**config.mk**
```make
export PLATFORM = sky130hd
export DESIGN_NAME = smp_ctrl
export DESIGN_NICKNAME = d
export VERILOG_FILES = /design/src/rtl/smp_pkg.sv /design/src/rtl/smp_sync.sv /design/src/rtl/smp_ctrl.sv
export SDC_FILE = /design/constraint.sdc
export NUM_CORES = 1
export LEC_CHECK = 0
export ABC_CLOCK_PERIOD_IN_PS = 7200
export BUFFER_PORTS_ARGS = -buffer_cell sky130_fd_sc_hd__clkbuf_2
export CAP_MARGIN = 20
export CORE_ASPECT_RATIO = 1.25
export CORE_UTILIZATION = 53
export CTS_BUF_LIST = sky130_fd_sc_hd__clkbuf_16
export DETAILED_ROUTE_END_ITERATION = 8
export GPL_TIMING_DRIVEN = 0
export PLACE_DENSITY = 0.73
export SLEW_MARGIN = 5
export SYNTH_ARGS = -nofsm -noshare
export SYNTH_HDL_FRONTEND = slang
export SYNTH_SLANG_ARGS = --single-unit
```
**constraint.sdc**
```tcl
create_clock -name sys_clk -period 7.2 [get_ports sys_clk]
set_input_delay 1.44 -clock sys_clk [delete_from_list [all_inputs] [get_ports sys_clk]]
set_output_delay 1.44 -clock sys_clk [all_outputs]
set_load 0.01 [all_outputs]
```
**src/rtl/smp_pkg.sv**
```systemverilog
// Package: constants, register map, modes and carriers of the stop mode power controller
package smp_pkg;

    // ----------------------------------------
    // Timing
    // ----------------------------------------
    localparam int SMP_CLK_PERIOD_NS = 10;
    localparam int SMP_WAKE_TICK_NS = 1000000;
    localparam int SMP_WAKE_TICK_CYCLES = SMP_WAKE_TICK_NS / SMP_CLK_PERIOD_NS;

    // ----------------------------------------
    // Register map
    // ----------------------------------------
    localparam logic [2:0] SMP_A_PWR_ONE = 3'h0;
    localparam logic [2:0] SMP_A_PWR_TWO = 3'h1;
    localparam logic [2:0] SMP_A_DEBUG = 3'h2;
    localparam logic [2:0] SMP_A_SYS_OPT = 3'h3;
    localparam logic [2:0] SMP_A_PERIODIC = 3'h4;
    localparam logic [2:0] SMP_A_CLKGEN = 3'h5;
    localparam logic [2:0] SMP_A_KBD_EN = 3'h6;
    localparam logic [2:0] SMP_A_STATUS = 3'h7;

    // Field positions
    localparam int SMP_B_SVM_EN = 0;
    localparam int SMP_B_SVM_STOP_EN = 1;
    localparam int SMP_B_PPDC = 0;
    localparam int SMP_B_PDC = 1;
    localparam int SMP_B_PIN_ACK = 2;
    localparam int SMP_B_PPD_FLAG = 3;
    localparam int SMP_B_DBG_EN = 0;
    localparam int SMP_B_STOP_EN = 0;
    localparam int SMP_B_IRQ_EN = 1;
    localparam int SMP_B_RATE_LO = 0;
    localparam int SMP_B_PER_FLAG = 3;
    localparam int SMP_B_OSC_KEEP = 0;
    localparam int SMP_B_REF_KEEP = 1;
    localparam int SMP_B_ST_LO = 0;
    localparam int SMP_B_SRC_LO = 3;

    localparam logic [2:0] SMP_RATE_OFF = 3'h0;
    localparam logic [15:0] SMP_RATE_BASE = 16'h0008;

    // ----------------------------------------
    // Modes
    // ----------------------------------------
    typedef enum logic [2:0] {
        SMP_RUN,
        SMP_LIGHT,
        SMP_MID,
        SMP_DEEP
    } smp_state_e;

    typedef enum logic [2:0] {
        SMP_SRC_NONE,
        SMP_SRC_RESET,
        SMP_SRC_IRQ,
        SMP_SRC_KBD,
        SMP_SRC_PERIODIC,
        SMP_SRC_DEBUG
    } smp_src_e;

    typedef enum logic [1:0] {
        SMP_CG_ACTIVE,
        SMP_CG_STANDBY,
        SMP_CG_OFF
    } smp_cg_e;

    // ----------------------------------------
    // Carriers
    // ----------------------------------------
    typedef struct packed {
        logic periph_clk_en;
        logic debug_clk_en;
        smp_cg_e clkgen_mode;
        logic osc_keep;
        logic ref_keep;
        logic regulator_standby;
        logic converter_standby;
        logic pin_latch;
        logic pin_force_reset;
        logic ram_retain;
        logic kbd_wake_en;
        logic osc1k_en;
    } smp_gate_s;

    typedef struct packed {
        logic svm_en;
        logic svm_stop_en;
        logic pdc;
        logic ppdc;
        logic dbg_en;
        logic stop_en;
        logic irq_en;
        logic [2:0] rate;
        logic osc_keep;
        logic ref_keep;
        logic [7:0] kbd_en;
    } smp_cfg_s;

    localparam smp_cfg_s SMP_CFG_RST = '{default: '0};

    localparam smp_gate_s SMP_GATE_RUN = '{
        periph_clk_en: 1'b1, debug_clk_en: 1'b1, clkgen_mode: SMP_CG_ACTIVE,
        osc_keep: 1'b1, ref_keep: 1'b1, regulator_standby: 1'b0,
        converter_standby: 1'b0, pin_latch: 1'b0, pin_force_reset: 1'b0,
        ram_retain: 1'b1, kbd_wake_en: 1'b0, osc1k_en: 1'b0
    };

endpackage : smp_pkg

```
**src/rtl/smp_sync.sv**
```systemverilog
// Two-stage synchroniser for wake pins and the debug link command
module smp_sync #(
    parameter int W = 1,
    parameter logic [W-1:0] RST_VAL = '0
) (
    // Clock and reset
    input wire logic sys_clk,
    input wire logic rst_n,
    // Pins
    input wire logic [W-1:0] async_in,
    output logic [W-1:0] sync_out
);

    logic [W-1:0] meta_q;

    // ----------------------------------------
    // Pin events land here first while the rest of the chip is halted
    // ----------------------------------------
    always_ff @(posedge sys_clk or negedge rst_n) begin
        if (!rst_n) begin
            meta_q <= RST_VAL;
            sync_out <= RST_VAL;
        end else begin
            meta_q <= async_in;
            sync_out <= meta_q;
        end
    end

endmodule : smp_sync

```
**src/rtl/smp_ctrl.sv**
```systemverilog
// Stop mode power controller: stop state choice, gating, wake handling and registers
module smp_ctrl import smp_pkg::*; #(
    parameter int KBD_W = 8,
    parameter int TICK_CYCLES = SMP_WAKE_TICK_CYCLES
) (
    // Clock and reset
    input wire logic sys_clk,
    input wire logic rst_n,
    // Register port
    input wire logic [2:0] reg_addr,
    input wire logic [7:0] reg_wdata,
    input wire logic reg_we,
    input wire logic reg_re,
    output logic [7:0] reg_rdata,
    // CPU core
    input wire logic stop_exec,
    output logic cpu_halt,
    output logic cpu_resume,
    output smp_src_e wake_vector,
    output logic sys_reset,
    output logic illegal_op_reset,
    output logic periph_reset,
    // Wake pins
    input wire logic reset_pin_n,
    input wire logic irq_pin_n,
    input wire logic [KBD_W-1:0] kbd_pins,
    // Debug link
    input wire logic bkgd_cmd,
    input wire logic mem_status_req,
    output logic mem_status_grant,
    output logic mem_status_err,
    output logic debug_enter,
    // Power and clock gating
    output smp_gate_s gate,
    output logic periodic_flag
);

    // ----------------------------------------
    // Parameter checks
    // ----------------------------------------
    localparam int TW = $clog2(TICK_CYCLES + 1);

    if (KBD_W < 1 || KBD_W > 8) begin : g_kbd_chk
        $error("KBD_W must lie in 1..8");
    end
    if (TICK_CYCLES < 2) begin : g_tick_chk
        $error("TICK_CYCLES must be at least 2");
    end

    // ----------------------------------------
    // State
    // ----------------------------------------
    typedef struct packed {
        smp_state_e st;
        smp_cfg_s cfg;
        logic dbg_stop;
        logic reg_active;
        logic per_flag;
        logic ppd_flag;
        logic [TW-1:0] tick_cnt;
        logic [15:0] rate_cnt;
        smp_src_e src;
        smp_gate_s gate;
        logic cpu_halt;
        logic cpu_resume;
        logic sys_reset;
        logic ill_reset;
        logic periph_reset;
        logic mem_grant;
        logic mem_err;
        logic dbg_enter;
        logic [7:0] rdata;
    } smp_ctrl_s;

    smp_ctrl_s s_q, s_d;

    logic reset_n_s;
    logic irq_n_s;
    logic bkgd_s;
    logic [KBD_W-1:0] kbd_s;

    // ----------------------------------------
    // Pin synchronisers
    // ----------------------------------------
    smp_sync #(
        .W(KBD_W + 3),
        .RST_VAL({2'b11, 1'b0, {KBD_W{1'b0}}})
    ) u_sync (
        .sys_clk(sys_clk),
        .rst_n(rst_n),
        .async_in({reset_pin_n, irq_pin_n, bkgd_cmd, kbd_pins}),
        .sync_out({reset_n_s, irq_n_s, bkgd_s, kbd_s})
    );

    // ----------------------------------------
    // Helpers
    // ----------------------------------------
    function automatic logic [15:0] rate_ticks(input logic [2:0] rate);
        rate_ticks = SMP_RATE_BASE << (rate - 3'h1);
    endfunction : rate_ticks

    function automatic logic [7:0] bit8(input int pos, input logic val);
        bit8 = 8'h00;
        bit8[pos] = val;
    endfunction : bit8

    // Gating seen by the chip in each stop state
    function automatic smp_gate_s stop_gate(input smp_state_e st, input smp_cfg_s c,
                                            input logic dbg, input logic reg_on, input logic pin_hold);
        smp_gate_s g;
        g = SMP_GATE_RUN;
        g.periph_clk_en = 1'b0;
        g.converter_standby = 1'b1;
        g.debug_clk_en = dbg;
        g.regulator_standby = !reg_on;
        g.osc1k_en = (c.rate != SMP_RATE_OFF);
        g.pin_latch = pin_hold;
        unique case (st)
            SMP_LIGHT: begin
                g.clkgen_mode = dbg ? SMP_CG_ACTIVE : SMP_CG_STANDBY;
                g.osc_keep = dbg | c.osc_keep;
                g.ref_keep = dbg | c.ref_keep;
                g.kbd_wake_en = 1'b1;
            end
            SMP_MID: begin
                g.clkgen_mode = SMP_CG_OFF;
                g.osc_keep = 1'b0;
                g.ref_keep = 1'b0;
                g.kbd_wake_en = 1'b0;
                g.pin_latch = 1'b1;
            end
            default: begin
                g.clkgen_mode = SMP_CG_OFF;
                g.osc_keep = 1'b0;
                g.ref_keep = 1'b0;
                g.kbd_wake_en = 1'b0;
                g.pin_force_reset = 1'b1;
                g.ram_retain = 1'b0;
            end
        endcase
        return g;
    endfunction : stop_gate

    // ----------------------------------------
    // Next state
    // ----------------------------------------
    logic tick;
    logic per_hit;
    logic kbd_hit;
    logic wr_ack;
    logic deeper_wake;
    logic mid_wake;
    smp_state_e tgt;

    always_comb begin
        s_d = s_q;
        tick = 1'b0;
        per_hit = 1'b0;
        kbd_hit = |(kbd_s & s_q.cfg.kbd_en[KBD_W-1:0]);
        wr_ack = reg_we && reg_addr == SMP_A_PWR_TWO && reg_wdata[SMP_B_PIN_ACK];
        deeper_wake = 1'b0;
        mid_wake = 1'b0;
        tgt = SMP_LIGHT;

        s_d.cpu_resume = 1'b0;
        s_d.sys_reset = 1'b0;
        s_d.ill_reset = 1'b0;
        s_d.periph_reset = 1'b0;
        s_d.dbg_enter = 1'b0;
        s_d.mem_grant = 1'b0;
        s_d.mem_err = 1'b0;
        s_d.rdata = 8'h00;

        // Self-clocked periodic source; kept off entirely when its rate is zero
        if (s_q.cfg.rate == SMP_RATE_OFF) begin
            s_d.tick_cnt = '0;
            s_d.rate_cnt = 16'h0000;
        end else if (s_q.tick_cnt == TW'(TICK_CYCLES - 1)) begin
            s_d.tick_cnt = '0;
            tick = 1'b1;
        end else begin
            s_d.tick_cnt = s_q.tick_cnt + TW'(1);
        end
        if (tick) begin
            if (s_q.rate_cnt >= rate_ticks(s_q.cfg.rate) - 16'h0001) begin
                s_d.rate_cnt = 16'h0000;
                per_hit = 1'b1;
            end else begin
                s_d.rate_cnt = s_q.rate_cnt + 16'h0001;
            end
        end

        // Register writes
        if (reg_we) begin
            unique case (reg_addr)
                SMP_A_PWR_ONE: begin
                    s_d.cfg.svm_en = reg_wdata[SMP_B_SVM_EN];
                    s_d.cfg.svm_stop_en = reg_wdata[SMP_B_SVM_STOP_EN];
                end
                SMP_A_PWR_TWO: begin
                    s_d.cfg.pdc = reg_wdata[SMP_B_PDC];
                    s_d.cfg.ppdc = reg_wdata[SMP_B_PPDC];
                end
                SMP_A_DEBUG: s_d.cfg.dbg_en = reg_wdata[SMP_B_DBG_EN];
                SMP_A_SYS_OPT: begin
                    s_d.cfg.stop_en = reg_wdata[SMP_B_STOP_EN];
                    s_d.cfg.irq_en = reg_wdata[SMP_B_IRQ_EN];
                end
                SMP_A_PERIODIC: begin
                    s_d.cfg.rate = reg_wdata[SMP_B_RATE_LO +: 3];
                    if (reg_wdata[SMP_B_PER_FLAG]) begin
                        s_d.per_flag = 1'b0;
                    end
                end
                SMP_A_CLKGEN: begin
                    s_d.cfg.osc_keep = reg_wdata[SMP_B_OSC_KEEP];
                    s_d.cfg.ref_keep = reg_wdata[SMP_B_REF_KEEP];
                end
                SMP_A_KBD_EN: s_d.cfg.kbd_en = reg_wdata;
                default: ;
            endcase
        end
        // Release the pin latches and the flag together
        if (wr_ack) begin
            s_d.ppd_flag = 1'b0;
            s_d.gate.pin_latch = 1'b0;
        end
        // Hardware set wins over a same-cycle clear
        if (per_hit) begin
            s_d.per_flag = 1'b1;
        end

        // Register reads, data in the following cycle
        if (reg_re) begin
            unique case (reg_addr)
                SMP_A_PWR_ONE: s_d.rdata = bit8(SMP_B_SVM_EN, s_q.cfg.svm_en)
                                         | bit8(SMP_B_SVM_STOP_EN, s_q.cfg.svm_stop_en);
                SMP_A_PWR_TWO: s_d.rdata = bit8(SMP_B_PDC, s_q.cfg.pdc) | bit8(SMP_B_PPDC, s_q.cfg.ppdc)
                                         | bit8(SMP_B_PPD_FLAG, s_q.ppd_flag);
                SMP_A_DEBUG: s_d.rdata = bit8(SMP_B_DBG_EN, s_q.cfg.dbg_en);
                SMP_A_SYS_OPT: s_d.rdata = bit8(SMP_B_STOP_EN, s_q.cfg.stop_en) | bit8(SMP_B_IRQ_EN, s_q.cfg.irq_en);
                SMP_A_PERIODIC: s_d.rdata = {4'h0, s_q.per_flag, s_q.cfg.rate};
                SMP_A_CLKGEN: s_d.rdata = bit8(SMP_B_OSC_KEEP, s_q.cfg.osc_keep)
                                        | bit8(SMP_B_REF_KEEP, s_q.cfg.ref_keep);
                SMP_A_KBD_EN: s_d.rdata = s_q.cfg.kbd_en;
                default: s_d.rdata = {2'b00, s_q.src[2:0], s_q.st[2:0]};
            endcase
        end

        // Debug memory-with-status commands
        if (mem_status_req) begin
            if (s_q.st == SMP_RUN) begin
                s_d.mem_grant = 1'b1;
            end else begin
                s_d.mem_err = 1'b1;
            end
        end

        unique case (s_q.st)
            SMP_RUN: begin
                if (stop_exec) begin
                    if (!s_q.cfg.stop_en) begin
                        s_d.ill_reset = 1'b1;
                    end else begin
                        // Debug or monitor-in-stop pin the choice to the lightest state
                        if (s_q.cfg.pdc && !s_q.cfg.dbg_en && !s_q.cfg.svm_stop_en) begin
                            tgt = s_q.cfg.ppdc ? SMP_MID : SMP_DEEP;
                        end
                        s_d.st = tgt;
                        s_d.dbg_stop = s_q.cfg.dbg_en;
                        s_d.reg_active = s_q.cfg.dbg_en
                                       | (s_q.cfg.svm_en & s_q.cfg.svm_stop_en);
                        s_d.cpu_halt = 1'b1;
                        s_d.src = SMP_SRC_NONE;
                        s_d.gate = stop_gate(tgt, s_q.cfg, s_q.cfg.dbg_en,
                                             s_q.cfg.dbg_en | (s_q.cfg.svm_en & s_q.cfg.svm_stop_en),
                                             s_q.gate.pin_latch);
                    end
                end
            end
            SMP_LIGHT: begin
                // State is untouched, so register, logic and RAM contents survive
                if (!reset_n_s) begin
                    s_d.src = SMP_SRC_RESET;
                    s_d.sys_reset = 1'b1;
                end else if (s_q.dbg_stop && bkgd_s) begin
                    s_d.src = SMP_SRC_DEBUG;
                    s_d.dbg_enter = 1'b1;
                end else if (!irq_n_s && s_q.cfg.irq_en) begin
                    s_d.src = SMP_SRC_IRQ;
                end else if (kbd_hit) begin
                    s_d.src = SMP_SRC_KBD;
                end else if (per_hit) begin
                    s_d.src = SMP_SRC_PERIODIC;
                end
                if (s_d.src != SMP_SRC_NONE) begin
                    s_d.st = SMP_RUN;
                    s_d.cpu_halt = 1'b0;
                    s_d.cpu_resume = 1'b1;
                    s_d.gate = SMP_GATE_RUN;
                end
            end
            SMP_MID: begin
                if (!reset_n_s) begin
                    s_d.src = SMP_SRC_RESET;
                end else if (!irq_n_s) begin
                    s_d.src = SMP_SRC_IRQ;
                end else if (per_hit) begin
                    s_d.src = SMP_SRC_PERIODIC;
                end
                mid_wake = s_d.src != SMP_SRC_NONE;
                deeper_wake = mid_wake;
            end
            default: begin
                if (!reset_n_s) begin
                    s_d.src = SMP_SRC_RESET;
                end else if (!irq_n_s) begin
                    s_d.src = SMP_SRC_IRQ;
                end
                deeper_wake = s_d.src != SMP_SRC_NONE;
            end
        endcase

        // Deeper wake restarts as from power-on, except for latched pins, ppd_flag and the wake source
        if (deeper_wake) begin
            s_d.cfg = SMP_CFG_RST;
            s_d.per_flag = 1'b0;
            s_d.tick_cnt = '0;
            s_d.rate_cnt = 16'h0000;
            s_d.st = SMP_RUN;
            s_d.cpu_halt = 1'b0;
            s_d.sys_reset = 1'b1;
            s_d.periph_reset = 1'b1;
            s_d.gate = SMP_GATE_RUN;
            s_d.gate.pin_latch = mid_wake | s_q.gate.pin_latch;
            s_d.ppd_flag = mid_wake | s_q.ppd_flag;
        end
    end

    // ----------------------------------------
    // State register
    // ----------------------------------------
    always_ff @(posedge sys_clk or negedge rst_n) begin
        if (!rst_n) begin
            s_q <= '{st: SMP_RUN, cfg: SMP_CFG_RST, src: SMP_SRC_NONE, gate: SMP_GATE_RUN, default: '0};
        end else begin
            s_q <= s_d;
        end
    end

    // ----------------------------------------
    // Outputs, all straight from the state register
    // ----------------------------------------
    assign reg_rdata = s_q.rdata;
    assign cpu_halt = s_q.cpu_halt;
    assign cpu_resume = s_q.cpu_resume;
    assign wake_vector = s_q.src;
    assign sys_reset = s_q.sys_reset;
    assign illegal_op_reset = s_q.ill_reset;
    assign periph_reset = s_q.periph_reset;
    assign mem_status_grant = s_q.mem_grant;
    assign mem_status_err = s_q.mem_err;
    assign debug_enter = s_q.dbg_enter;
    assign gate = s_q.gate;
    assign periodic_flag = s_q.per_flag;

endmodule : smp_ctrl

```
Word level (Yosys, flattened, before mapping)
Cells that the tools add are included.

cells by class
  eq/ne operators = 17
  reductions and logical operators = 46
  shift operators = 1
  $add $sub $neg = 4
  muxes and demuxes = 74
  bitwise operators = 12
  order comparisons = 1

operators with widths
  operator                 count
  $mux W17                 4
  $mux W3                  19
  $pmux W8 S7              1
  $mux W16                 3
  $mux W35                 1
  $pmux W14 S2             1
  $mux W1                  27
  $reduce_bool A3 Y1       9
  $mux W23                 1
  $mux W20                 1
  $reduce_bool A2 Y1       9
  $add A17 B1 Y17 const B  1
  $eq A17 B17 Y1 const B   1
  $add A16 B1 Y16 const B  1
  $ge A16 B16 Y1           1
  $mux W2                  8
  $mux W8                  2
  $reduce_and A2 Y1        8
  $shl A4 B3 Y16 const A   1
  $sub A16 B1 Y16 const B  1
  $mux W15                 1
  $mux W14                 1
  $eq A3 B2 Y1 const B     4
  $eq A3 B1 Y1 const B     3
  23 further kinds         46

word-level totals
  input bits = 28
  logic and storage cells = 196
  register bits after elaboration = 113
  output and inout bits = 33

Logic depth before layout (Yosys ltp)
  word-level depth = 16
  mapped depth = 19
  depth with buffers taken out = 15

By module
Synthesis repeated with hierarchy kept, for this count alone.

unflattened totals
  cells, all modules = 553
  area, all modules = 5577.8 um2

by module, submodules not included
  module    cells each  times used  area an instance (um2)  sequential area each (um2)
  smp_ctrl  531         1           5022.3                  2233.4
  smp_sync  22          1           555.5                   555.5

Worst setup path before layout
No wires, ideal clock.

  path type = register to register
  start point = register s_q[80] in the netlist's numbering
  end point = register s_q[89] in the netlist's numbering
  arrival = 3810 ps
  path buffers = 2
  stages on the path, launching flop included = 15
  setup slack = 3265 ps
  cells stage by stage = dfrtp_1 clkbuf_1 or3b_2 ha_1 nor2b_1 a21oi_1 ha_1 a2111oi_0 o21bai_1 a211oi_2 nor3b_2 o21a_1 buf_4 nor3_4 mux2_2

between the ends
  longest elaborated chain between the ends = 15
  elaborated cells on any way between the ends = 26
  those cells by class = 2 x add/sub; 1 x order compare; 3 x eq/ne; 1 x shift; 14 x mux; 5 x reduce/logical

ends and longest elaborated chain
  what                         RTL line                          text
  start, declared              smp_ctrl.sv:75                    smp_ctrl_s s_q, s_d;
  start signal, assigned       smp_ctrl.sv:345                   s_q <= '{st: SMP_RUN, cfg: SMP_CFG_RST, src: SMP_SRC_NONE, gate: SMP_GATE_RUN, default: '0};
  start signal, assigned       smp_ctrl.sv:347                   s_q <= s_d;
  $sub A3 B1 Y3                smp_ctrl.sv:99                    rate_ticks = SMP_RATE_BASE << (rate - 3'h1);
  $shl A4 B3 Y16               smp_ctrl.sv:99
  $sub A16 B1 Y16              smp_ctrl.sv:185                   if (s_q.rate_cnt >= rate_ticks(s_q.cfg.rate) - 16'h0001) begin
  $ge A16 B16 Y1               smp_ctrl.sv:185
  $mux W1                      smp_ctrl.sv:185
  $mux W1 *                    smp_ctrl.sv:184                   if (tick) begin
  $mux W3 *                    smp_ctrl.sv:293, smp_ctrl.sv:308
  $mux W3                      smp_ctrl.sv:291                   end else if (kbd_hit) begin
  $mux W3                      smp_ctrl.sv:289                   end else if (!irq_n_s && s_q.cfg.irq_en) begin
  $mux W3                      smp_ctrl.sv:286                   end else if (s_q.dbg_stop && bkgd_s) begin
  $mux W3                      smp_ctrl.sv:283                   if (!reset_n_s) begin
  $mux W3                      smp_ctrl.sv:259                   unique case (s_q.st)
  $reduce_bool A3 Y1           smp_ctrl.sv:296                   if (s_d.src != SMP_SRC_NONE) begin
  $ne A3 B3 Y1 (no line)       n/a
  $reduce_and A4 Y1 (no line)  n/a

Mark *: on every way between the ends. The rest lies on a longest branch, timed or not. The select of a mux whose other input is x is not followed.
A chain may end at the register's enable or synchronous reset.

Final worst setup path
  start point = register s_q[80] in the netlist's numbering
  end point = register s_q[90] in the netlist's numbering

Same word-level chain as after synthesis.

==> summary.txt <==
Routing
  – Drt wl/cell: 15.8 um
  – DR vias: 4387
  – Routed WL: 12.3 mm
  – Remaining DRCs: 0
  – DRT iter0 DRCs: 214
  – Routed Antenna Nets: 0
  – Vias per std cell: 5.63
  – Initial DRT Pass Iterations: 4

STA
  – Setup Skew: roughly 0.009 ns
  – Fin. max-slew vios: 0
  – Final Hold Slack: between 0.3 and 0.4 ns
  – Crit path time final: approximately 4.6 ns
  – Final setup fails: 0
  – Top achievable clock speed: around 220 MHz
  – Slew at the pin with the worst max-slew slack: between 0.8 and 0.9 ns
  – RSZ-0062 raised after global routing: false
  – Final Hold Fails: 0
  – Rel. slew slack: 0.428
  – Period utilisation layout: 0.636
  – Final setup TNS: 0 ns

Yosys
  – Post-synthesis simple-gate area fraction: 0.231
  – Most numerous cell in the Yosys netlist: dfrtp_1
  – Adder-Cell Fraction of Synth Area: 0.0313
  – Ranking of synthesized cells by area: dfrtp_1 (46%), nand2_1 (5.0%), nor2_1 (4.8%)
  – Top FF cell, synth: dfrtp_1
  – Share of the synthesized area in the top cell type: 0.457
  – Yosys top cell by area: dfrtp_1
  – Post-synthesis mux area share: 0.0367
  – Synth Cell Area: ~0.0056 mm2
  – Netlist cell types: slightly below 60
  – XOR/XNOR Fraction of Synth Area: 0.0282
  – Top cells by count, synth: dfrtp_1 (102), nand2_1 (74), nor2_1 (72)
  – Number of synthesized flops with an enable pin: 0
  – Synth Area in Compound Gates: 0.116
  – Syn_area_per_cell: 9.72 um2
  – Largest family of logic cells by synthesized area: simple AND/OR/NAND/NOR gates
  – Ys Warns: 0
  – #FFs+latches synth: about 110
  – Gate Count Post-Synth: between 500 and 600
  – Seq/Total Area, Yosys: 0.499
  – Synth async-reset ratio: 1.00

Setup path
  – CP Data Required Time: 7.43 ns
  – Critical Path Source Type: register
  – CP arrival: roughly 4.8 ns
  – Type of the worst setup path: register to register
  – Critical path capture point type: register
  – CP max FO: 10

Clock network
  – CTS tree: yes
  – Cts hold-fix bufs: 0
  – TritonCTS Sinks: roughly 110
  – H-Tree Depth: 3
  – Total CTS buffers: 9
  – PostCTS Resize Cnt: 0
  – # Post-CTS Setup Buffers: 0
  – Worst-Skew Late Latency: approximately 0.35 ns
  – Root Driver: clkbuf_16
  – CTS max path bufs: 2
  – Worst-path clk slew: 0.07 ns

Floorplan
  – Die Wd: around 94 um
  – Starting Density: 0.550
  – Die H: approximately 120 um
  – Die area: approximately 0.011 mm2
  – Ports: 61
  – Rows: 41
  – Core area: 0.0102 mm2

Power and ir drop
  – Pwr Density: approximately 320 mW/mm2
  – Maximum VDD drop: 0.000140 V
  – Leakage Power: just under 3 nW

Final layout
  – Nets: 687
  – Antenna diode count: 0
  – Area delta synth->final: 13.5%
  – Share of cells above drive strength 1: 0.192

Place
  – IO buf count: just under 60
  – HPWL Detailed: approximately 8.9 mm
  – Placer Congestion: a little under 0.9

Global routing
  – Total global-route track usage: 0.241
  – Initial antenna violation count: 0
  – First-pass GRT wire length: roughly 20 mm
  – Total gr overflow: 0
  – Largest net degree at the start of global routing: 112
  – Vias in the first global route: 4190

Status
  – Status: finished, final reports clean

Run
  – Max-cap violation count: 0

Worst hold path
  – Hold Path Class: register to register
[metrics by stage]
step	setup WS (ns)	std cells	total power [W]	instance area, um2	utilization
2_1_floorplan	3.27	576	0.00133	5590	-
3_3_place_gp	2.66	763	0.00154	6040	0.595
3_5_place_dp	2.64	763	0.00157	6050	0.596
4_1_cts	2.62	779	0.00206	6340	0.624
5_1_grt	2.24	779	0.00218	6340	0.624
6_report	2.62	779	0.00205	6340	0.624
[worst max-delay path, cell delays in order, from the launching register on]
cell and delay (ns):
dfrtp_1 0.40, clkbuf_1 0.36, or3b_2 0.49, ha_1 0.26
nor2b_1 0.18, a21oi_1 0.16, ha_1 0.26, a2111oi_0 0.37
o21bai_1 0.20, a211oi_2 0.56, nor3b_2 0.10, o21a_1 0.19
buf_4 0.17, nor3_4 0.36, mux2_2 0.38
[flip-flops by register name (all words and copies together), names as in the netlist]
name and count:
u_sync.meta_q 11, cpu_resume 1, illegal_op_reset 1, reg_rdata 8
periph_reset 1, wake_vector 3, mem_status_grant 1, sys_reset 1
periodic_flag 1, s_q 57, gate 13, mem_status_err 1
debug_enter 1, u_sync.sync_out 11
[kinds of logic (layout without fill, tap and decap cells)]
| family | after synthesis | in the layout |
|---|---|---|
| AOI/OAI and AO/OA | 102 | 102 |
| xor gates and xnor gates | 18 | 18 |
| adders and majority gates | 14 | 14 |
| buffers and inverters | 54 | 128 |
| DFF | 111 | 111 |
| muxes | 19 | 19 |
| other | 1 | 2 |
| and+or+nand+nor | 256 | 256 |
[metal layers]
metal	up-vias	track usage	wire length (um)
met4	0	0.115	392
met3	27	0.0342	483
met5	-	0	0
met2	101	0.405	6030
li1	2142	-	-
met1	2117	0.307	5390
[cells in the final DEF (no fill, tap or decap), types with 3 or more instances in the layout]
cell type / instances
a21o_1: 5
a21oi_1: 33
a22o_1: 8
a22oi_1: 8
a31oi_1: 3
and2_1: 5
and3_1: 7
and4_1: 3
buf_2: 3
buf_4: 26
clkbuf_1: 17
clkbuf_16: 9
clkbuf_2: 57
dfrtp_1: 102
dfstp_2: 9
ha_1: 14
inv_1: 5
mux2i_1: 16
nand2_1: 74
nand2b_1: 6
nand3_1: 27
nand3b_1: 3
nand4_1: 12
nand4b_1: 6
nor2_1: 72
nor2b_1: 9
nor3_1: 10
nor3b_1: 3
nor4_1: 3
o211ai_1: 3
o21a_1: 4
o21ai_0: 22
or3_1: 4
xnor2_1: 6
xor2_1: 12
[area by class of cell]
cell class	count	area (um2)
multi-input combinational	411	2480
sequential	111	2790
clock buffer	9	225
tap	129	161
buffer	50	304
inverter	4	15.0
fill	884	3820
clock inverter	7	63.8
timing repair buffer	58	299
[power breakdown]
part / internal, W / total (W) / switching, W
clock network: 0.000268 / 0.000488 / 0.000221
registers: 0.000729 / 0.000823 / 0.0000935
logic: 0.000289 / 0.000737 / 0.000448
total: 0.00129 / 0.00205 / 0.000762
[final timing paths]
kind / from / to / slack, ns / cells after the start
setup / recovery: s_q[80] / s_q[90] / 2.62 / 14
max in group asynchronous: rst_n / u_sync.sync_out[1] / 5.41 / 1
hold reg to reg: u_sync.meta_q[1] / u_sync.sync_out[1] / 0.35 / 0
setup reg to reg: s_q[80] / s_q[90] / 2.62 / 14
hold / removal: u_sync.meta_q[1] / u_sync.sync_out[1] / 0.35 / 0
min in group asynchronous: rst_n / gate[1] / 1.21 / 1
No activity file was read; power rests on OpenSTA's default activity.
